===== config.mk =====
export PLATFORM = sky130hd
export DESIGN_NAME = fieldbus_status_indicator
export DESIGN_NICKNAME = d
export VERILOG_FILES = /design/src/design/fsi_pkg.sv /design/src/design/fsi_lamp.sv /design/src/design/fieldbus_status_indicator.sv
export SDC_FILE = /design/constraint.sdc
export NUM_CORES = 1
export LEC_CHECK = 0
export BUFFER_PORTS_ARGS = -buffer_cell sky130_fd_sc_hd__buf_2
export CAP_MARGIN = 10
export CORE_MARGIN = 5
export CORE_UTILIZATION = 30
export DETAILED_ROUTE_END_ITERATION = 10
export GPL_TIMING_DRIVEN = 0
export HOLD_SLACK_MARGIN = 0.15
export PLACE_DENSITY = 0.51
export SLEW_MARGIN = 10
export SYNTH_ARGS = -nofsm -noshare
export SYNTH_HDL_FRONTEND = slang
export SYNTH_SLANG_ARGS = --single-unit

===== constraint.sdc =====
create_clock -name clk -period 5.45 [get_ports clk]
set_input_delay 0.2725 -clock clk [delete_from_list [all_inputs] [get_ports clk]]
set_output_delay 0.2725 -clock clk [all_outputs]
set_load 0.005 [all_outputs]

===== src/design/fsi_pkg.sv =====
/*
  Shared constants for the status indicator block: tick timing, pattern
  phase lengths, drive state word bit positions, error code values and history depth.
  Assumes a 200 MHz system clock.
*/
`default_nettype none
package fsi_pkg;
  // ----------------------------------------
  // Clock and tick
  // ----------------------------------------
  localparam int CLK_MHZ = 200;
  localparam int TICK_US = 1000;
  localparam int TICK_CYCLES = TICK_US * CLK_MHZ;
  // ----------------------------------------
  // Pattern phase lengths in milliseconds
  // ----------------------------------------
  localparam logic [10:0] FLICKER_MS = 11'h032;
  localparam logic [10:0] BLINK_MS = 11'h0c8;
  localparam logic [10:0] FLASH_ON_MS = 11'h0c8;
  localparam logic [10:0] FLASH_GAP_MS = 11'h0c8;
  localparam logic [10:0] FLASH_OFF_MS = 11'h3e8;
  // ----------------------------------------
  // Drive state word and command word bits
  // ----------------------------------------
  localparam int SW_FAULT_BIT = 3;
  localparam int SW_WARN_BIT = 7;
  localparam int SW_REMOTE_BIT = 9;
  localparam int CW_FAULT_RESET_BIT = 7;
  // ----------------------------------------
  // Codes and history
  // ----------------------------------------
  localparam int HIST_DEPTH = 8;
  localparam logic [15:0] CODE_NONE = 16'h0000;
  localparam logic [15:0] CODE_PD_WATCHDOG = 16'h001b;
  // Lamp patterns
  typedef enum logic [2:0] {
    PAT_OFF, PAT_ON, PAT_FLICKER, PAT_BLINK, PAT_SINGLE, PAT_DOUBLE
  } fsi_pat_type;
  // Slave network states
  typedef enum logic [1:0] {
    NET_INIT, NET_PREOP, NET_SAFEOP, NET_OP
  } fsi_net_type;
endpackage
`default_nettype wire


===== src/design/fsi_lamp.sv =====
/*
  One lamp pattern generator. Steps through the phases of the selected
  pattern on a shared millisecond tick.
  Assumes tick is a one-cycle pulse in the clk domain.
*/
`default_nettype none
module fsi_lamp (
  // Clock and reset
  input wire logic clk,
  input wire logic reset_n,
  // Timing and selection
  input wire logic tick,
  input wire fsi_pkg::fsi_pat_type pattern,
  // Lamp drive
  output logic lamp
);
  // ----------------------------------------
  // Phase state
  // ----------------------------------------
  logic [10:0] msCnt_q;       // Milliseconds spent in current phase
  logic [1:0] phase_q;        // Phase index within pattern
  fsi_pkg::fsi_pat_type patPrev_q; // Pattern seen last cycle
  logic lamp_q;
  logic [10:0] phaseLen;      // Length of current phase
  logic [1:0] lastPhase;      // Final phase index of pattern
  logic phaseLit;             // Whether current phase lights
  logic changed;
  logic phaseEnd;

  assign changed = pattern != patPrev_q;
  // Phase table; flicker and blink are two phases, double flash four
  assign phaseLen = (pattern == fsi_pkg::PAT_FLICKER) ? fsi_pkg::FLICKER_MS :
                    (pattern == fsi_pkg::PAT_BLINK) ? fsi_pkg::BLINK_MS :
                    (phase_q == 2'h0) ? fsi_pkg::FLASH_ON_MS :
                    (pattern == fsi_pkg::PAT_SINGLE) ? fsi_pkg::FLASH_OFF_MS :
                    (phase_q == 2'h1) ? fsi_pkg::FLASH_GAP_MS :
                    (phase_q == 2'h2) ? fsi_pkg::FLASH_ON_MS :
                    fsi_pkg::FLASH_OFF_MS;
  assign lastPhase = (pattern == fsi_pkg::PAT_DOUBLE) ? 2'h3 : 2'h1;
  assign phaseLit = (phase_q == 2'h0) || (phase_q == 2'h2);
  assign phaseEnd = tick && (msCnt_q == phaseLen - 11'h001);

  // Phase walker; restarts at the lit phase on any pattern change
  always_ff @(posedge clk or negedge reset_n) begin
    if (!reset_n) begin
      msCnt_q <= 11'h000;
      phase_q <= 2'h0;
      patPrev_q <= fsi_pkg::PAT_OFF;
    end else begin
      patPrev_q <= pattern;
      if (changed) begin
        msCnt_q <= 11'h000;
        phase_q <= 2'h0;
      end else if (phaseEnd) begin
        msCnt_q <= 11'h000;
        phase_q <= (phase_q == lastPhase) ? 2'h0 : phase_q + 2'h1;
      end else if (tick) begin
        msCnt_q <= msCnt_q + 11'h001;
      end
    end
  end

  // Registered lamp output
  always_ff @(posedge clk or negedge reset_n) begin
    if (!reset_n) begin
      lamp_q <= 1'b0;
    end else begin
      case (pattern)
        fsi_pkg::PAT_OFF: lamp_q <= 1'b0;
        fsi_pkg::PAT_ON: lamp_q <= 1'b1;
        default: lamp_q <= phaseLit && !changed;
      endcase
    end
  end
  assign lamp = lamp_q;

  // Flicker lit phase lasts exactly the flicker length in ticks
  property p_flicker_len;
    @(posedge clk) disable iff (!reset_n)
      (pattern == fsi_pkg::PAT_FLICKER && !changed && phaseEnd && phase_q == 2'h0)
      |=> (phase_q == 2'h1 && msCnt_q == 11'h000);
  endproperty
  a_flicker_len: assert property (p_flicker_len)
    else $error("flicker phase did not advance");

  // A pattern change restarts at phase zero
  property p_restart;
    @(posedge clk) disable iff (!reset_n)
      changed |=> (phase_q == 2'h0 && msCnt_q == 11'h000);
  endproperty
  a_restart: assert property (p_restart)
    else $error("pattern change did not restart");

  // Single flash never reaches phase two
  property p_single_two;
    @(posedge clk) disable iff (!reset_n)
      (pattern == fsi_pkg::PAT_SINGLE && $stable(pattern)) |-> phase_q < 2'h2;
  endproperty
  a_single_two: assert property (p_single_two)
    else $error("single flash used too many phases");
endmodule
`default_nettype wire


===== src/design/fieldbus_status_indicator.sv =====
/*
  Status indicator and error reporting for a fieldbus slave card on a
  motor inverter: state, error and per-port link lamps, drive state word
  bits, emergency events, error code objects and an eight-entry history.
  Assumes all inputs are synchronous to clk; the protocol stack supplies
  network state and error events, the inverter supplies trip and warning.
*/
// Contract
// - Flicker: 50 ms lit, 50 ms dark
// - Blink: 200 ms lit, 200 ms dark
// - Single flash: 200 lit, 1000 dark
// - Double flash: 200/200/200 lit-dark-lit, 1000 dark
// - Link lamp dark without physical link
// - Link lamp flickers once link is up
// - State lamp dark in Init
// - State lamp blinks in Pre-Operational
// - State lamp single flash in Safe-Operational
// - Operational: state lamp on, error dark
// - Hardware error forces state lamp dark
// - Error lamp: config blink, timeout double
// - Trip enters Fault; master bit 7 clears
// - Warning sets state word bit 7
// - Bit 9 clear when not network controllable
// - Emergency on fault or warning, not comms
// - Current error code published for reads
// - Inverter error code in own object
// - Eight-entry diagnosis history of errors
// - Watchdog timeout in Operational reports 0x001B
`default_nettype none
module fieldbus_status_indicator #(
  parameter int TICK_CYCLES = fsi_pkg::TICK_CYCLES,
  parameter int PORTS = 2,
  parameter int DEPTH = fsi_pkg::HIST_DEPTH
) (
  // Clock and reset
  input wire logic clk,
  input wire logic reset_n,
  // Network side
  input wire fsi_pkg::fsi_net_type netState,
  input wire logic [PORTS-1:0] linkUp,
  input wire logic hwError,
  input wire logic cfgError,
  input wire logic pdTimeout,
  input wire logic errClear,
  input wire logic [15:0] commandWord,
  // Inverter side
  input wire logic invTrip,
  input wire logic invWarn,
  input wire logic invCommError,
  input wire logic localOverride,
  input wire logic invLinkLost,
  input wire logic [15:0] invErrorCode,
  // Lamps
  output logic runLamp,
  output logic errLamp,
  output logic [PORTS-1:0] linkLamp,
  // Status word and events
  output logic [15:0] statusBits,
  output logic emergency,
  output logic [15:0] errorCode,
  output logic [15:0] invCodeObj,
  output logic [15:0] statusCode,
  // History read port
  input wire logic [2:0] histIndex,
  output logic [15:0] histData,
  output logic [3:0] histCount
);
  // ----------------------------------------
  // Millisecond tick
  // ----------------------------------------
  // One shared tick keeps all lamps phase-coherent and saves counters
  localparam int TW = $clog2(TICK_CYCLES);
  logic [TW-1:0] tickCnt_q;
  logic tick;
  assign tick = tickCnt_q == TW'(TICK_CYCLES - 1);

  // Free running prescaler
  always_ff @(posedge clk or negedge reset_n) begin
    if (!reset_n) begin
      tickCnt_q <= '0;
    end else begin
      tickCnt_q <= tick ? '0 : tickCnt_q + TW'(1);
    end
  end

  // ----------------------------------------
  // Error lamp condition tracking
  // ----------------------------------------
  // Latest-wins: remember which condition rose last while both active
  logic cfgPrev_q, pdPrev_q;
  logic lastIsPd_q;            // Most recent rise was the timeout
  logic cfgRise, pdRise;
  assign cfgRise = cfgError && !cfgPrev_q;
  assign pdRise = pdTimeout && !pdPrev_q;

  // Edge history of the two error conditions
  always_ff @(posedge clk or negedge reset_n) begin
    if (!reset_n) begin
      cfgPrev_q <= 1'b0;
      pdPrev_q <= 1'b0;
      lastIsPd_q <= 1'b0;
    end else begin
      cfgPrev_q <= cfgError;
      pdPrev_q <= pdTimeout;
      if (pdRise) begin
        lastIsPd_q <= 1'b1;
      end else if (cfgRise) begin
        lastIsPd_q <= 1'b0;
      end
    end
  end

  // ----------------------------------------
  // Pattern selection
  // ----------------------------------------
  fsi_pkg::fsi_pat_type runPat, errPat;
  assign runPat = hwError ? fsi_pkg::PAT_OFF :
                  (netState == fsi_pkg::NET_INIT) ? fsi_pkg::PAT_OFF :
                  (netState == fsi_pkg::NET_PREOP) ? fsi_pkg::PAT_BLINK :
                  (netState == fsi_pkg::NET_SAFEOP) ? fsi_pkg::PAT_SINGLE :
                  fsi_pkg::PAT_ON;
  // Timeout and config error win over normal-operation dark lamp
  assign errPat = (pdTimeout && (lastIsPd_q || !cfgError)) ? fsi_pkg::PAT_DOUBLE :
                  cfgError ? fsi_pkg::PAT_BLINK :
                  fsi_pkg::PAT_OFF;

  // State lamp generator
  fsi_lamp uRun (
    .clk(clk),
    .reset_n(reset_n),
    .tick(tick),
    .pattern(runPat),
    .lamp(runLamp)
  );
  // Error lamp generator
  fsi_lamp uErr (
    .clk(clk),
    .reset_n(reset_n),
    .tick(tick),
    .pattern(errPat),
    .lamp(errLamp)
  );
  // Link lamps, one per port; no activity input, so link up flickers
  genvar gi;
  generate
    for (gi = 0; gi < PORTS; gi++) begin : gLink
      fsi_pkg::fsi_pat_type linkPat;
      assign linkPat = linkUp[gi] ? fsi_pkg::PAT_FLICKER : fsi_pkg::PAT_OFF;
      fsi_lamp uLink (
        .clk(clk),
        .reset_n(reset_n),
        .tick(tick),
        .pattern(linkPat),
        .lamp(linkLamp[gi])
      );
    end
  endgenerate

  // ----------------------------------------
  // Drive state word
  // ----------------------------------------
  logic fault_q, faultPrev_q, warnPrev_q;
  logic faultReset;
  logic emerg_q;
  logic [15:0] status_q;
  // Reset only takes once the trip cause has gone
  assign faultReset = commandWord[fsi_pkg::CW_FAULT_RESET_BIT] && !invTrip;

  // Fault latch: a trip wins over a reset in the same cycle
  always_ff @(posedge clk or negedge reset_n) begin
    if (!reset_n) begin
      fault_q <= 1'b0;
    end else if (invTrip) begin
      fault_q <= 1'b1;
    end else if (faultReset) begin
      fault_q <= 1'b0;
    end
  end

  // Registered state word bits
  always_ff @(posedge clk or negedge reset_n) begin
    if (!reset_n) begin
      status_q <= 16'h0000;
    end else begin
      status_q <= 16'h0000;
      status_q[fsi_pkg::SW_FAULT_BIT] <= fault_q || invTrip;
      status_q[fsi_pkg::SW_WARN_BIT] <= invWarn;
      status_q[fsi_pkg::SW_REMOTE_BIT] <= !(localOverride || invLinkLost);
    end
  end
  assign statusBits = status_q;

  // ----------------------------------------
  // Emergency and error codes
  // ----------------------------------------
  logic trigEmerg;
  // Communication errors suppress the emergency; statusCode reports only the watchdog timeout
  assign trigEmerg = ((invTrip && !faultPrev_q) || (invWarn && !warnPrev_q))
                     && !invCommError;
  logic [15:0] err_q, inv_q, al_q;

  // Event pulse and code holders
  always_ff @(posedge clk or negedge reset_n) begin
    if (!reset_n) begin
      faultPrev_q <= 1'b0;
      warnPrev_q <= 1'b0;
      emerg_q <= 1'b0;
      err_q <= fsi_pkg::CODE_NONE;
      inv_q <= fsi_pkg::CODE_NONE;
      al_q <= fsi_pkg::CODE_NONE;
    end else begin
      faultPrev_q <= invTrip;
      warnPrev_q <= invWarn;
      emerg_q <= trigEmerg;
      inv_q <= invErrorCode;
      if (invTrip || invWarn) begin
        err_q <= invErrorCode;
      end else if (faultReset) begin
        err_q <= fsi_pkg::CODE_NONE;
      end
      if (pdTimeout && netState == fsi_pkg::NET_OP) begin
        al_q <= fsi_pkg::CODE_PD_WATCHDOG;
      end else if (errClear) begin
        al_q <= fsi_pkg::CODE_NONE;
      end
    end
  end
  assign emergency = emerg_q;
  assign errorCode = err_q;
  assign invCodeObj = inv_q;
  assign statusCode = al_q;

  // ----------------------------------------
  // Diagnosis history
  // ----------------------------------------
  // Ring of the latest entries; oldest is overwritten once full
  logic [15:0] hist_q [DEPTH];
  logic [2:0] wrPtr_q;
  logic [3:0] count_q;
  logic hwPrev_q;
  logic histWrite;
  logic [15:0] histCode;
  assign histWrite = (invTrip && !faultPrev_q) || (hwError && !hwPrev_q) || pdRise;
  assign histCode = (invTrip && !faultPrev_q) ? invErrorCode :
                    pdRise ? fsi_pkg::CODE_PD_WATCHDOG : 16'h0001;

  // History storage and pointers
  always_ff @(posedge clk or negedge reset_n) begin
    if (!reset_n) begin
      wrPtr_q <= 3'h0;
      count_q <= 4'h0;
      hwPrev_q <= 1'b0;
      for (int i = 0; i < DEPTH; i++) begin
        hist_q[i] <= 16'h0000;
      end
    end else begin
      hwPrev_q <= hwError;
      if (histWrite) begin
        hist_q[wrPtr_q] <= histCode;
        wrPtr_q <= wrPtr_q + 3'h1;
        if (count_q != 4'(DEPTH)) begin
          count_q <= count_q + 4'h1;
        end
      end
    end
  end
  assign histData = hist_q[histIndex];
  assign histCount = count_q;

  // ----------------------------------------
  // Checks
  // ----------------------------------------
  property p_fault_word;
    @(posedge clk) disable iff (!reset_n)
      invTrip |=> ##1 statusBits[fsi_pkg::SW_FAULT_BIT];
  endproperty
  a_fault_word: assert property (p_fault_word)
    else $error("trip not shown in state word");

  property p_warn_word;
    @(posedge clk) disable iff (!reset_n)
      invWarn |=> statusBits[fsi_pkg::SW_WARN_BIT];
  endproperty
  a_warn_word: assert property (p_warn_word)
    else $error("warning bit not set");

  property p_remote_word;
    @(posedge clk) disable iff (!reset_n)
      localOverride |=> !statusBits[fsi_pkg::SW_REMOTE_BIT];
  endproperty
  a_remote_word: assert property (p_remote_word)
    else $error("remote bit set under override");

  property p_emerg;
    @(posedge clk) disable iff (!reset_n)
      (invWarn && !$past(invWarn) && !invTrip && !invCommError) |=> emergency;
  endproperty
  a_emerg: assert property (p_emerg)
    else $error("no emergency on warning");

  property p_no_emerg_comm;
    @(posedge clk) disable iff (!reset_n)
      invCommError |=> !emergency;
  endproperty
  a_no_emerg_comm: assert property (p_no_emerg_comm)
    else $error("emergency on comm error");

  property p_watchdog;
    @(posedge clk) disable iff (!reset_n)
      (pdTimeout && netState == fsi_pkg::NET_OP) |=> statusCode == fsi_pkg::CODE_PD_WATCHDOG;
  endproperty
  a_watchdog: assert property (p_watchdog)
    else $error("watchdog code missing");

  property p_hw_dark;
    @(posedge clk) disable iff (!reset_n)
      hwError [*2] |-> !runLamp;
  endproperty
  a_hw_dark: assert property (p_hw_dark)
    else $error("state lamp lit under hardware error");

  property p_hist;
    @(posedge clk) disable iff (!reset_n)
      (histWrite && count_q < 4'(DEPTH)) |=> count_q == $past(count_q) + 4'h1;
  endproperty
  a_hist: assert property (p_hist)
    else $error("history count not advanced");
endmodule
`default_nettype wire


==> impl_metrics.py, run 1 <==
metrics = {
    "logic_synthesis": {
        "synth.cell_area_um2": 11700,
        "post_synth.cell_area_avg_um2": 10.7,
        "number_of_flops_mapped_to_enable_cells_by_yosys": 0,
        "ys_seq_area_frac": 0.555,
        "synthesis.yosys.warnings": 0,
        "yosys.cell_types.count": 71,
        "synthFlopType": "sky130_fd_sc_hd__dfrtp_1",
        "share_of_synthesized_registers_carrying_an_async_set_or_reset": 1.00,
        "synthCells": 1097,
        "postSynthRegisterBits": 260,
    },
    "clocking": {
        "resize_count_post_cts": 0,
        "path_clk_slew_ps": 60,
        "cts_buffers": 30,
        "cts_tree": "built",
        "insertion_delay_ps": 540,
        "h-tree-depth": 1,
        "cts_buffer_depth": 3,
        "cts-root-buf": "sky130_fd_sc_hd__clkbuf_16",
        "numClockSinks": 260,
    },
    "die": {
        "die-area_um2": 43100,
        "start_util": 0.303,
        "dieWidth_um": 208,
        "floorplan.die.height_um": 208,
        "io-pin-count": 139,
        "coreArea_um2": 38600,
        "row_count": 72,
    },
    "timing": {
        "achievable-frequency_mhz": 427,
        "setup_ws_ps": 3110,
        "post-route-min-period_ps": 2340,
        "period_share": 0.430,
        "tightestPinTransition_ps": 747,
        "slew_violations": 0,
        "rsz_0062_raised_after_global_routing": "false",
        "fin_worst_skew_ps": 12.9,
        "setup_viol_count_final": 0,
        "relSlewSlack": 0.502,
        "fin_hold_ws_ps": 266,
        "finalHoldViolCount": 0,
    },
    "global_routing": {
        "first_pass_grt_wire_length_mm": 49.1,
        "grt_start_max_net_pins": 109,
        "use_met1": 0.180,
        "antenna_found_initial": 0,
        "grt_pass1_vias": 8883,
        "gr-total-overflow": 0,
        "grt_use_total": 0.138,
        "use_met2": 0.247,
        "grt_use_met3": 0.0201,
        "grt_peak_use_layer": "met2",
    },
    "drt": {
        "remaining_drc_errors": 0,
        "antenna_violating_nets_post_route": 0,
        "route.detailed.vias_per_inst": 4.60,
        "first_pass_iters": 4,
        "vias": 8394,
        "wirelength_mm": 29.9,
        "detail_route.iter0.violations": 336,
        "drt-wirelength-per-cell_um": 16.4,
    },
    "pwr": {
        "power.ir.vdd_worst_mv": 0.203,
        "total_leakage_power_nw": 6.45,
        "power_density_nw_per_um2": 417,
    },
    "finish": {
        "utilization": 0.371,
        "nFillCells": 3889,
        "most_common_cell_after_layout_fill_and_taps_aside": "sky130_fd_sc_hd__dfrtp_1",
        "stdcell_area_um2": 14400,
        "antenna-diode-count": 0,
        "final_layout_size_suffix_gt1_frac": 0.198,
        "areaGrowthSynthToFinish_pct": 22.4,
        "commonest_cells_after_routing_fill_and_taps_aside": "260 x sky130_fd_sc_hd__dfrtp_1, 219 x sky130_fd_sc_hd__nand2_1, 166 x sky130_fd_sc_hd__o21ai_0",
        "nets": 1350,
        "final-instance-count-excl-fill": 1823,
    },
    "setup_path": {
        "reg2regPathDepth": 8,
        "timing.critical_path.required_ps": 5180,
        "worstSetupStartpointType": "input port",
        "critPathMaxFanout": 10,
        "crit_path_end_kind": "output port",
        "criticalPathCategory": "input port to output port",
        "worst_endpoint_data_arrival_time_ps": 2070,
    },
    "placement": {
        "placed_area_um2": 13000,
        "dp_hpwl_mm": 20.8,
        "port_buffers": 96,
        "dpl.cell_count": 1737,
        "gp_congestion": 0.780,
        "preCtsSetupSlack_ps": 3060,
    },
    "job": {
        "max_cap_violations": 0,
    },
    "status": {
        "run_status": "completed",
    },
    "worst_hold_path": {
        "hold_path_class": "input port to async pin",
    },
}
-- cells by family after synthesis --
group	share of synthesized area
other cells	0.000320
compound gates	0.0962
fa+ha+maj	0.0171
xor+xnor	0.0426
mux	0.0833
buf+inv	0.0424
simple gates	0.163
flops	0.555
-- layout make-up --
type	instances	area, um2	area share
Buffer	77	437	0.0304
Clock buffer	45	898	0.0626
Tap cell	518	648	0.0452
Multi-Input combinational cell	768	4810	0.335
Inverter	16	60.1	0.00418
Timing Repair Buffer	131	876	0.0610
Sequential cell	260	6510	0.453
Clock inverter	8	118	0.00819
-- per-stage QoR --
stage | power, mW | setup TNS [ps]
floorplan | 3.46 | 0
global placement | 3.90 | -239900
detailed placement | 3.95 | 0
CTS | 6.07 | 0
global route | 6.36 | 0
finish | 5.99 | 0
-- final timing paths --
check                      slack (ps)                   endpoint           start
max reg2reg                      3160  gLink[0].uLink.msCnt_q[4]    tickCnt_q[0]
min                               270              statusBits[9]         reset_n
min in group clk                  300               errorCode[8]  commandWord[7]
max in group asynchronous        4180                 hist_q[54]         reset_n
min reg2reg                       470              statusBits[3]         fault_q
max                              3110                histData[2]    histIndex[0]
-- state kept, by name, summed over array words and instances, names as in the netlist, 3 cells and up --
| register | count |
|---|---|
| gLink.uLink.msCnt_q | 22 |
| invCodeObj | 16 |
| uErr.patPrev_q | 3 |
| uErr.msCnt_q | 11 |
| errorCode | 16 |
| gLink.uLink.phase_q | 4 |
| wrPtr_q | 3 |
| histCount | 4 |
| statusBits | 3 |
| uRun.msCnt_q | 11 |
| uRun.patPrev_q | 3 |
| hist_q | 128 |
| tickCnt_q | 18 |
-- layer usage --
| layer | wire (um) | vias up |
|---|---|---|
| met5 | 0 | - |
| met4 | 504 | 0 |
| met3 | 1070 | 41 |
| met2 | 15100 | 99 |
| met1 | 13200 | 4174 |
| li1 | - | 4080 |
-- where the power goes --
part           leakage [nW]  switching (mW)  internal [mW]  total (mW)
Clock                 0.499           0.796           1.27        2.06
Sequential             3.41           0.284           2.44        2.73
Combinational          2.54           0.632          0.563        1.19
-- critical path, cell delays in order --
cell and delay [ps]:
sky130_fd_sc_hd__clkbuf_1 320, sky130_fd_sc_hd__buf_2 440, sky130_fd_sc_hd__mux4_2 620, sky130_fd_sc_hd__mux2_2 280, sky130_fd_sc_hd__buf_2 120
-- synth_stat cells (2+ instances only) --
cell                        number  share of area
sky130_fd_sc_hd__nand3_1        29          0.012
sky130_fd_sc_hd__nor2_1         72          0.023
sky130_fd_sc_hd__buf_2           4         0.0017
sky130_fd_sc_hd__nor2b_1         8         0.0043
sky130_fd_sc_hd__a22o_1          3         0.0022
sky130_fd_sc_hd__nor3_1         11         0.0047
sky130_fd_sc_hd__or2_2           4         0.0021
sky130_fd_sc_hd__mux2i_1         3         0.0026
sky130_fd_sc_hd__o31a_1          2         0.0015
sky130_fd_sc_hd__nand2_1       219          0.070
sky130_fd_sc_hd__or2_1           2         0.0011
sky130_fd_sc_hd__ha_1           16          0.017
sky130_fd_sc_hd__a21oi_1        16         0.0068
sky130_fd_sc_hd__inv_1          14         0.0045
sky130_fd_sc_hd__nor4_1          4         0.0021
sky130_fd_sc_hd__mux2_2         19          0.018
sky130_fd_sc_hd__nor3b_1         3         0.0019
sky130_fd_sc_hd__dfrtp_1       260           0.56
sky130_fd_sc_hd__and3_1          8         0.0043
sky130_fd_sc_hd__buf_6           2         0.0019
sky130_fd_sc_hd__xnor2_1        29          0.022
sky130_fd_sc_hd__xor2_1         28          0.021
sky130_fd_sc_hd__o21ai_0       166          0.071
sky130_fd_sc_hd__or3_1           4         0.0021
sky130_fd_sc_hd__and4_1          2         0.0015
sky130_fd_sc_hd__nand4_1        13         0.0069
sky130_fd_sc_hd__mux4_2         32          0.061
sky130_fd_sc_hd__and2_1          5         0.0027
sky130_fd_sc_hd__buf_4          34          0.022
sky130_fd_sc_hd__clkbuf_1       36          0.012
sky130_fd_sc_hd__a2111oi_4       2         0.0047
sky130_fd_sc_hd__nand3_2         2         0.0017
sky130_fd_sc_hd__nand2b_1        6         0.0032
sky130_fd_sc_hd__nor4_4          2         0.0036
-- repair_timing --
action / in CTS / in global routing
hold endpoints to repair: 134 / 0
setup buffers: 0 / 0
hold buffers: 33 / 0
Power figures use the tool's default switching activity.
==> inputs of run 2 (changes only) <==
--- a/config.mk
+++ b/config.mk
@@ -5,6 +5,7 @@
 export SDC_FILE = /design/constraint.sdc
 export NUM_CORES = 1
 export LEC_CHECK = 0
+export ABC_AREA = 1
 export BUFFER_PORTS_ARGS = -buffer_cell sky130_fd_sc_hd__buf_2
 export CAP_MARGIN = 10
 export CORE_MARGIN = 5
@@ -12,7 +13,7 @@
 export DETAILED_ROUTE_END_ITERATION = 10
 export GPL_TIMING_DRIVEN = 0
 export HOLD_SLACK_MARGIN = 0.15
-export PLACE_DENSITY = 0.51
+export PLACE_DENSITY = 0.52
 export SLEW_MARGIN = 10
 export SYNTH_ARGS = -nofsm -noshare
 export SYNTH_HDL_FRONTEND = slang
==> constraint.sdc (replaced) <==
create_clock -name clk -period 1.91 [get_ports clk]
set_input_delay 0.0955 -clock clk [delete_from_list [all_inputs] [get_ports clk]]
set_output_delay 0.0955 -clock clk [all_outputs]
set_load 0.005 [all_outputs]
==> run 2 against run 1 <==
Compared with the run above: sequential power rose to 2.6 times the previous value; clock power rose to 2.8 times the previous value; global-route usage grew 1.0 points; via count rose by 27%; critical path depth up 2; register-to-register slack got worse by 3100 ps; wire length rose by 17%.
==> impl_metrics.py, run 2 <==
metrics = {
    "logic_synthesis": {
        "yosys.cell_types.count": 46,
        "synthesis.yosys.warnings": 0,
        "share_of_synthesized_registers_carrying_an_async_set_or_reset": 1.00,
        "post_synth.cell_area_avg_um2": 8.17,
        "synth_compound_area_frac": 0.122,
        "synthesized_area_fraction_occupied_by_xor_and_xnor_cells": 0.0287,
        "synth_area_leaders": "sky130_fd_sc_hd__dfrtp_1 52%, sky130_fd_sc_hd__nand2_1 12%, sky130_fd_sc_hd__o21ai_0 6.7%, sky130_fd_sc_hd__inv_1 5.3%, sky130_fd_sc_hd__nor2_1 3.8%",
        "synth_simple_gate_area_frac": 0.219,
        "synthFlopType": "sky130_fd_sc_hd__dfrtp_1",
        "ys_seq_area_frac": 0.519,
        "synth.area.mux_share": 0,
        "synthCells": 1534,
        "number_of_flops_mapped_to_enable_cells_by_yosys": 0,
        "synth.cell_area_um2": 12500,
        "postSynthRegisterBits": 260,
        "netlist.area_leader.share": 0.519,
        "synth.top_cells.by_count": "386 x sky130_fd_sc_hd__nand2_1, 260 x sky130_fd_sc_hd__dfrtp_1, 178 x sky130_fd_sc_hd__inv_1, 168 x sky130_fd_sc_hd__o21ai_0, 126 x sky130_fd_sc_hd__nor2_1",
        "synth_top_family_by_area": "simple AND/OR/NAND/NOR gates",
        "largest_area_contributor_in_the_netlist": "sky130_fd_sc_hd__dfrtp_1",
        "post-synth-top-count-cell": "sky130_fd_sc_hd__nand2_1",
        "post_synth_fa_ha_maj_area_fraction": 0.0160,
    },
    "die": {
        "start_util": 0.305,
        "die-area_um2": 46000,
        "dieWidth_um": 214,
        "coreArea_um2": 41100,
        "row_count": 74,
        "io-pin-count": 139,
        "floorplan.die.height_um": 214,
    },
    "setup_path": {
        "worstSetupPathDepth": 7,
        "crit_buf_inv": 2,
        "crit_path_end_kind": "output port",
        "reg2regPathDepth": 11,
        "rr_startpoint": "tickCnt_q[1]",
        "timing.critical_path.required_ps": 1810,
        "slowest_delay_ps": 350,
        "worst_endpoint_data_arrival_time_ps": 1760,
        "critPathMaxFanout": 2,
        "worstPathCellList": "inv_1, a21oi_1, o21ai_1, nand2_1, nor2_4, a31oi_2, buf_2",
        "critPathLaunch": "hist_q[21]",
        "criticalPathCategory": "flip-flop to output port",
        "cp_slowest_cell": "sky130_fd_sc_hd__dfrtp_1",
        "cp_top_family": "flip-flops",
        "worstSetupStartpointType": "flip-flop",
    },
    "clocking": {
        "cts_buffers": 31,
        "path_clk_slew_ps": 60,
        "cts-root-buf": "sky130_fd_sc_hd__clkbuf_16",
        "cts_tree": "built",
        "cts_buffer_depth": 3,
        "h-tree-depth": 1,
        "numClockSinks": 260,
        "insertion_delay_ps": 580,
    },
    "worst_hold_path": {
        "timing.hold.worst.start": "invErrorCode[5]",
        "worstHoldPathCells": 2,
        "hold_path_class": "input port to flip-flop",
    },
    "placement": {
        "placed_area_um2": 13800,
        "dpl.cell_count": 2189,
        "port_buffers": 97,
        "dp_hpwl_mm": 23.9,
        "gp_congestion": 0.854,
    },
    "finish": {
        "commonest_cells_after_routing_fill_and_taps_aside": "383 x sky130_fd_sc_hd__nand2_1, 260 x sky130_fd_sc_hd__dfrtp_1, 170 x sky130_fd_sc_hd__inv_1",
        "antenna-diode-count": 0,
        "most_common_cell_after_layout_fill_and_taps_aside": "sky130_fd_sc_hd__nand2_1",
        "largest_register": "hist_q",
        "stdcell_area_um2": 15800,
        "largestRegisters": "hist_q x128, gLink.uLink.msCnt_q x22, tickCnt_q x18",
        "final-instance-count-excl-fill": 2303,
        "utilization": 0.384,
        "areaGrowthSynthToFinish_pct": 26.1,
        "final_layout_size_suffix_gt1_frac": 0.184,
        "nets": 1816,
        "nFillCells": 4261,
        "number_of_flip_flops_in_the_largest_register": 128,
    },
    "pwr": {
        "total_leakage_power_nw": 7.69,
        "report.power.total_mw": 16.4,
        "power_density_nw_per_um2": 1040,
        "power.ir.vdd_worst_mv": 0.767,
    },
    "timing": {
        "achievable-frequency_mhz": 538,
        "fin_worst_skew_ps": 33.4,
        "post-route-min-period_ps": 1860,
        "slew_violations": 0,
        "period_share": 0.974,
        "finalHoldViolCount": 0,
        "relSlewSlack": 0.311,
        "tightestPinTransition_ps": 1030,
        "setup_viol_count_final": 0,
        "rsz_0062_raised_after_global_routing": "true",
        "totalNegativeSetupSlack_ps": 0,
    },
    "drt": {
        "antenna_violating_nets_post_route": 0,
        "detail_route.iter0.violations": 866,
        "remaining_drc_errors": 0,
        "route.detailed.vias_per_inst": 4.65,
        "vias": 10700,
        "first_pass_iters": 5,
        "drt-wirelength-per-cell_um": 15.2,
        "wirelength_mm": 35.0,
    },
    "global_routing": {
        "grt_pass1_vias": 10600,
        "gr-total-overflow": 0,
        "grt_start_max_net_pins": 102,
        "first_pass_grt_wire_length_mm": 57.1,
        "antenna_found_initial": 0,
        "grt_use_total": 0.148,
    },
    "status": {
        "run_status": "completed",
    },
    "job": {
        "max_cap_violations": 0,
    },
}
[run 2: cell count changes after synthesis, moves of 13 or more]
cell	change
sky130_fd_sc_hd__nand4_1	+16
sky130_fd_sc_hd__a31oi_1	+20
sky130_fd_sc_hd__mux2_2	-19
sky130_fd_sc_hd__nor2_1	+54
sky130_fd_sc_hd__mux4_2	-32
sky130_fd_sc_hd__a21oi_1	+67
sky130_fd_sc_hd__buf_2	+16
sky130_fd_sc_hd__nand3_1	+32
sky130_fd_sc_hd__inv_1	+164
sky130_fd_sc_hd__xnor2_1	-18
sky130_fd_sc_hd__nand2_1	+167
sky130_fd_sc_hd__nor3_1	+13
[run 2: logic make-up (layout without fill, tap and decap cells)]
kind of cell | count (synthesis) | in the layout
xor+xnor | 41 | 41
compound gates | 290 | 290
flops | 260 | 260
fa+ha+maj | 16 | 16
buf+inv | 276 | 488
simple gates | 650 | 651
other cells | 1 | 25
[run 2: repair_timing]
item / CTS / global route
hold buffers: 37 / 0
gates resized for setup: 50 / 89
buffers inserted: 16 / 7
pin swaps: 9 / 26
endpoints found under the hold margin: 424 / 0
endpoints found under the setup margin: 184 / 105
cloned: 0 / 2
[run 2: final timing paths]
check | end | slack, ps
worst max register to register | uErr.msCnt_q[6] | 60
max in group asynchronous | gLink[1].uLink.patPrev_q[1] | 370
worst min-delay path | invCodeObj[5] | 180
worst min register to register | statusBits[3] | 450
worst max-delay path | histData[5] | 50
min in group asynchronous | fault_q | 610
[run 2: cell type report]
cell class | instances | area [um2] | share of cell area
plain buffers | 88 | 546 | 0.0345
clock buffers | 48 | 950 | 0.0601
clock inverters | 6 | 62.6 | 0.00396
inverters | 186 | 706 | 0.0446
multi-input cells | 1023 | 5220 | 0.330
flip-flops and latches | 260 | 6510 | 0.412
well taps | 532 | 666 | 0.0421
repair buffers | 160 | 1150 | 0.0726
[run 2: through the flow]
stage	hold WS [ps]	worst slack (ps)
after global placement	217	-4310
after CTS	153	-37.9
after detailed placement	120	-303
after floorplan	-200	208
final	179	49.6
after global routing	171	-71.8
[run 2: power by group]
group	internal (mW)	total (mW)	switching, mW
sequential	6.66	7.19	0.535
clock	3.51	5.86	2.34
combinational	1.24	3.38	2.14
[run 2: layer usage]
metal | up-vias | track usage | wire length [um] | part of all wire
li1 | 5292 | - | - | -
met1 | 5116 | 0.201 | 15900 | 0.45
met2 | 246 | 0.251 | 16600 | 0.47
met3 | 48 | 0.0240 | 1800 | 0.051
met4 | 0 | 0.0352 | 720 | 0.021
met5 | - | 0 | 0 | 0
==> inputs of run 3 (changes only) <==
--- a/config.mk
+++ b/config.mk
@@ -14,6 +14,7 @@
 export GPL_TIMING_DRIVEN = 0
 export HOLD_SLACK_MARGIN = 0.15
 export PLACE_DENSITY = 0.52
+export REMOVE_ABC_BUFFERS = 1
 export SLEW_MARGIN = 10
 export SYNTH_ARGS = -nofsm -noshare
 export SYNTH_HDL_FRONTEND = slang
==> run 3 against run 2 <==
Compared with the run above: clock-buffer cell count rose by 4; largest cell class unchanged; final cell count fell by 1.8%; die area did not move; worst hold slack got worse by 120 ps; design area fell by 1.7%; flip-flop and latch count did not move; sequential share of layout area rose by 0.72 points; via count fell by 0.29%; fmax fell by 0.17%.
==> impl_metrics.py, run 3 (synthesis results as in run 2) <==
metrics = {
    "clocking": {
        "cts_tree": "built",
        "h-tree-depth": 1,
        "numClockSinks": 260,
        "path_clk_slew_ps": 60,
        "insertion_delay_ps": 560,
        "cts-root-buf": "sky130_fd_sc_hd__clkbuf_16",
        "cts_buffer_depth": 3,
        "cts_buffers": 30,
    },
    "finish": {
        "most_common_cell_after_layout_fill_and_taps_aside": "sky130_fd_sc_hd__nand2_1",
        "final_layout_size_suffix_gt1_frac": 0.156,
        "stdcell_area_um2": 15500,
        "areaGrowthSynthToFinish_pct": 24.0,
        "antenna-diode-count": 0,
        "largestRegisters": "hist_q x128, gLink.uLink.msCnt_q x22, tickCnt_q x18",
        "number_of_flip_flops_in_the_largest_register": 128,
        "regArea_um2": 6510,
        "nets": 1773,
        "commonest_cells_after_routing_fill_and_taps_aside": "381 x sky130_fd_sc_hd__nand2_1, 257 x sky130_fd_sc_hd__dfrtp_1, 168 x sky130_fd_sc_hd__inv_1",
        "nFillCells": 4251,
        "multiInputGateArea_um2": 5120,
        "largest_register": "hist_q",
    },
    "timing": {
        "setup_ws_ps": 46.5,
        "rsz_0062_raised_after_global_routing": "true",
        "achievable-frequency_mhz": 537,
        "period_share": 0.976,
        "finalHoldViolCount": 0,
        "tightestPinTransition_ps": 795,
        "relSlewSlack": 0.468,
        "totalNegativeSetupSlack_ps": 0,
        "fin_worst_skew_ps": 21.1,
        "post-route-min-period_ps": 1860,
        "slew_violations": 0,
        "setup_viol_count_final": 0,
    },
    "pwr": {
        "p_sw_mw": 5.00,
        "p_comb_frac": 0.214,
        "power_switching_share": 0.306,
        "power.ir.vdd_worst_mv": 0.477,
        "portion_of_total_power_attributed_to_the_clock_network": 0.348,
        "power_density_nw_per_um2": 1050,
        "p_int_mw": 11.4,
        "pwr-share-seq": 0.438,
        "total_leakage_power_nw": 7.42,
    },
    "placement": {
        "port_buffers": 98,
        "gp_congestion": 0.808,
        "preCtsSetupSlack_ps": -1500,
        "placed_area_um2": 13400,
        "dp_hpwl_mm": 19.7,
    },
    "drt": {
        "antenna_violating_nets_post_route": 0,
        "detail_route.iter0.violations": 740,
        "drt-wirelength-per-cell_um": 15.8,
        "remaining_drc_errors": 0,
        "vias": 10700,
        "wirelength_mm": 35.7,
        "route.detailed.vias_per_inst": 4.72,
        "first_pass_iters": 5,
    },
    "global_routing": {
        "gr-total-overflow": 0,
        "first_pass_grt_wire_length_mm": 58.1,
        "grt_pass1_vias": 10600,
        "grt_use_total": 0.153,
        "grt_start_max_net_pins": 95,
        "antenna_found_initial": 0,
    },
    "die": {
        "start_util": 0.305,
        "die-area_um2": 46000,
        "floorplan.die.height_um": 214,
        "io-pin-count": 139,
        "coreArea_um2": 41100,
        "dieWidth_um": 214,
        "row_count": 74,
    },
    "setup_path": {
        "crit_path_end_kind": "output port",
        "worst_endpoint_data_arrival_time_ps": 1770,
        "criticalPathCategory": "flip-flop to output port",
        "timing.critical_path.required_ps": 1810,
        "worstSetupStartpointType": "flip-flop",
        "critPathMaxFanout": 2,
    },
    "job": {
        "max_cap_violations": 0,
    },
    "status": {
        "run_status": "completed",
    },
    "worst_hold_path": {
        "hold_path_class": "input port to async pin",
    },
}
==> run 3: stage by stage <==
step / util / instances / hold slack (ps) / power [mW]
2_1_floorplan: - / 1468 / -200 / 8.96
3_3_place_gp: 0.323 / 2098 / 220 / 10.0
3_5_place_dp: 0.325 / 2101 / 154 / 10.2
4_1_cts: 0.373 / 2245 / 99.0 / 16.5
5_1_grt: 0.378 / 2261 / 109 / 17.4
6_report: 0.378 / 2261 / 61.0 / 16.4
==> run 3: routing by layer <==
| metal | GRT usage | routed length, um | share of wire |
|---|---|---|---|
| met4 | 0.0273 | 541 | 0.015 |
| met1 | 0.205 | 16000 | 0.45 |
| met2 | 0.264 | 17500 | 0.49 |
| met5 | 0 | 0 | 0 |
| met3 | 0.0261 | 1710 | 0.048 |
==> run 3: critical path, cell delays in order, from the launching register on <==
cell and delay (ps):
sky130_fd_sc_hd__dfrtp_1 340, sky130_fd_sc_hd__inv_2 40, sky130_fd_sc_hd__a21oi_1 100, sky130_fd_sc_hd__o21ai_1 80, sky130_fd_sc_hd__nand2_1 100, sky130_fd_sc_hd__nor2_1 50, sky130_fd_sc_hd__a31oi_2 300, sky130_fd_sc_hd__buf_2 190
==> run 3: repair_timing <==
item | CTS | global route
setup buffers | 44 | 13
gates resized for setup | 48 | 30
gates cloned | 8 | 1
pin swaps | 15 | 18
setup endpoints to repair | 200 | 153
hold buffers | 38 | 2
hold endpoints to repair | 429 | 7
==> run 3: path summary, 6_finish.rpt <==
kind | endpoint | cells past startpoint | slack (ps) | start
hold reg to reg | statusBits[3] | 2 | 460 | fault_q
hold / removal | errorCode[14] | 2 | 60 | reset_n
setup / recovery | histData[4] | 7 | 50 | hist_q[36]
setup reg to reg | gLink[1].uLink.msCnt_q[9] | 11 | 120 | tickCnt_q[0]
min in group clk | invCodeObj[13] | 2 | 190 | invErrorCode[13]
max in group asynchronous | errorCode[2] | 3 | 390 | reset_n
==> run 3: cell type report <==
type	instances	area share
sequential	260	0.419
multi-input combinational	1025	0.329
timing repair buffer	198	0.0948
clock buffer	52	0.0608
inverter	186	0.0482
tap	532	0.0428
timing repair inverter	6	0.00306
clock inverter	2	0.00225
==> run 3: power by group through the flow <==
stage,clock network (mW),logic [mW],registers [mW]
global placement,0,2.83,7.22
detailed placement,0,2.93,7.23
global route,6.11,3.96,7.30
floorplan,0,1.82,7.14
finish,5.70,3.50,7.17
CTS,5.87,3.47,7.15
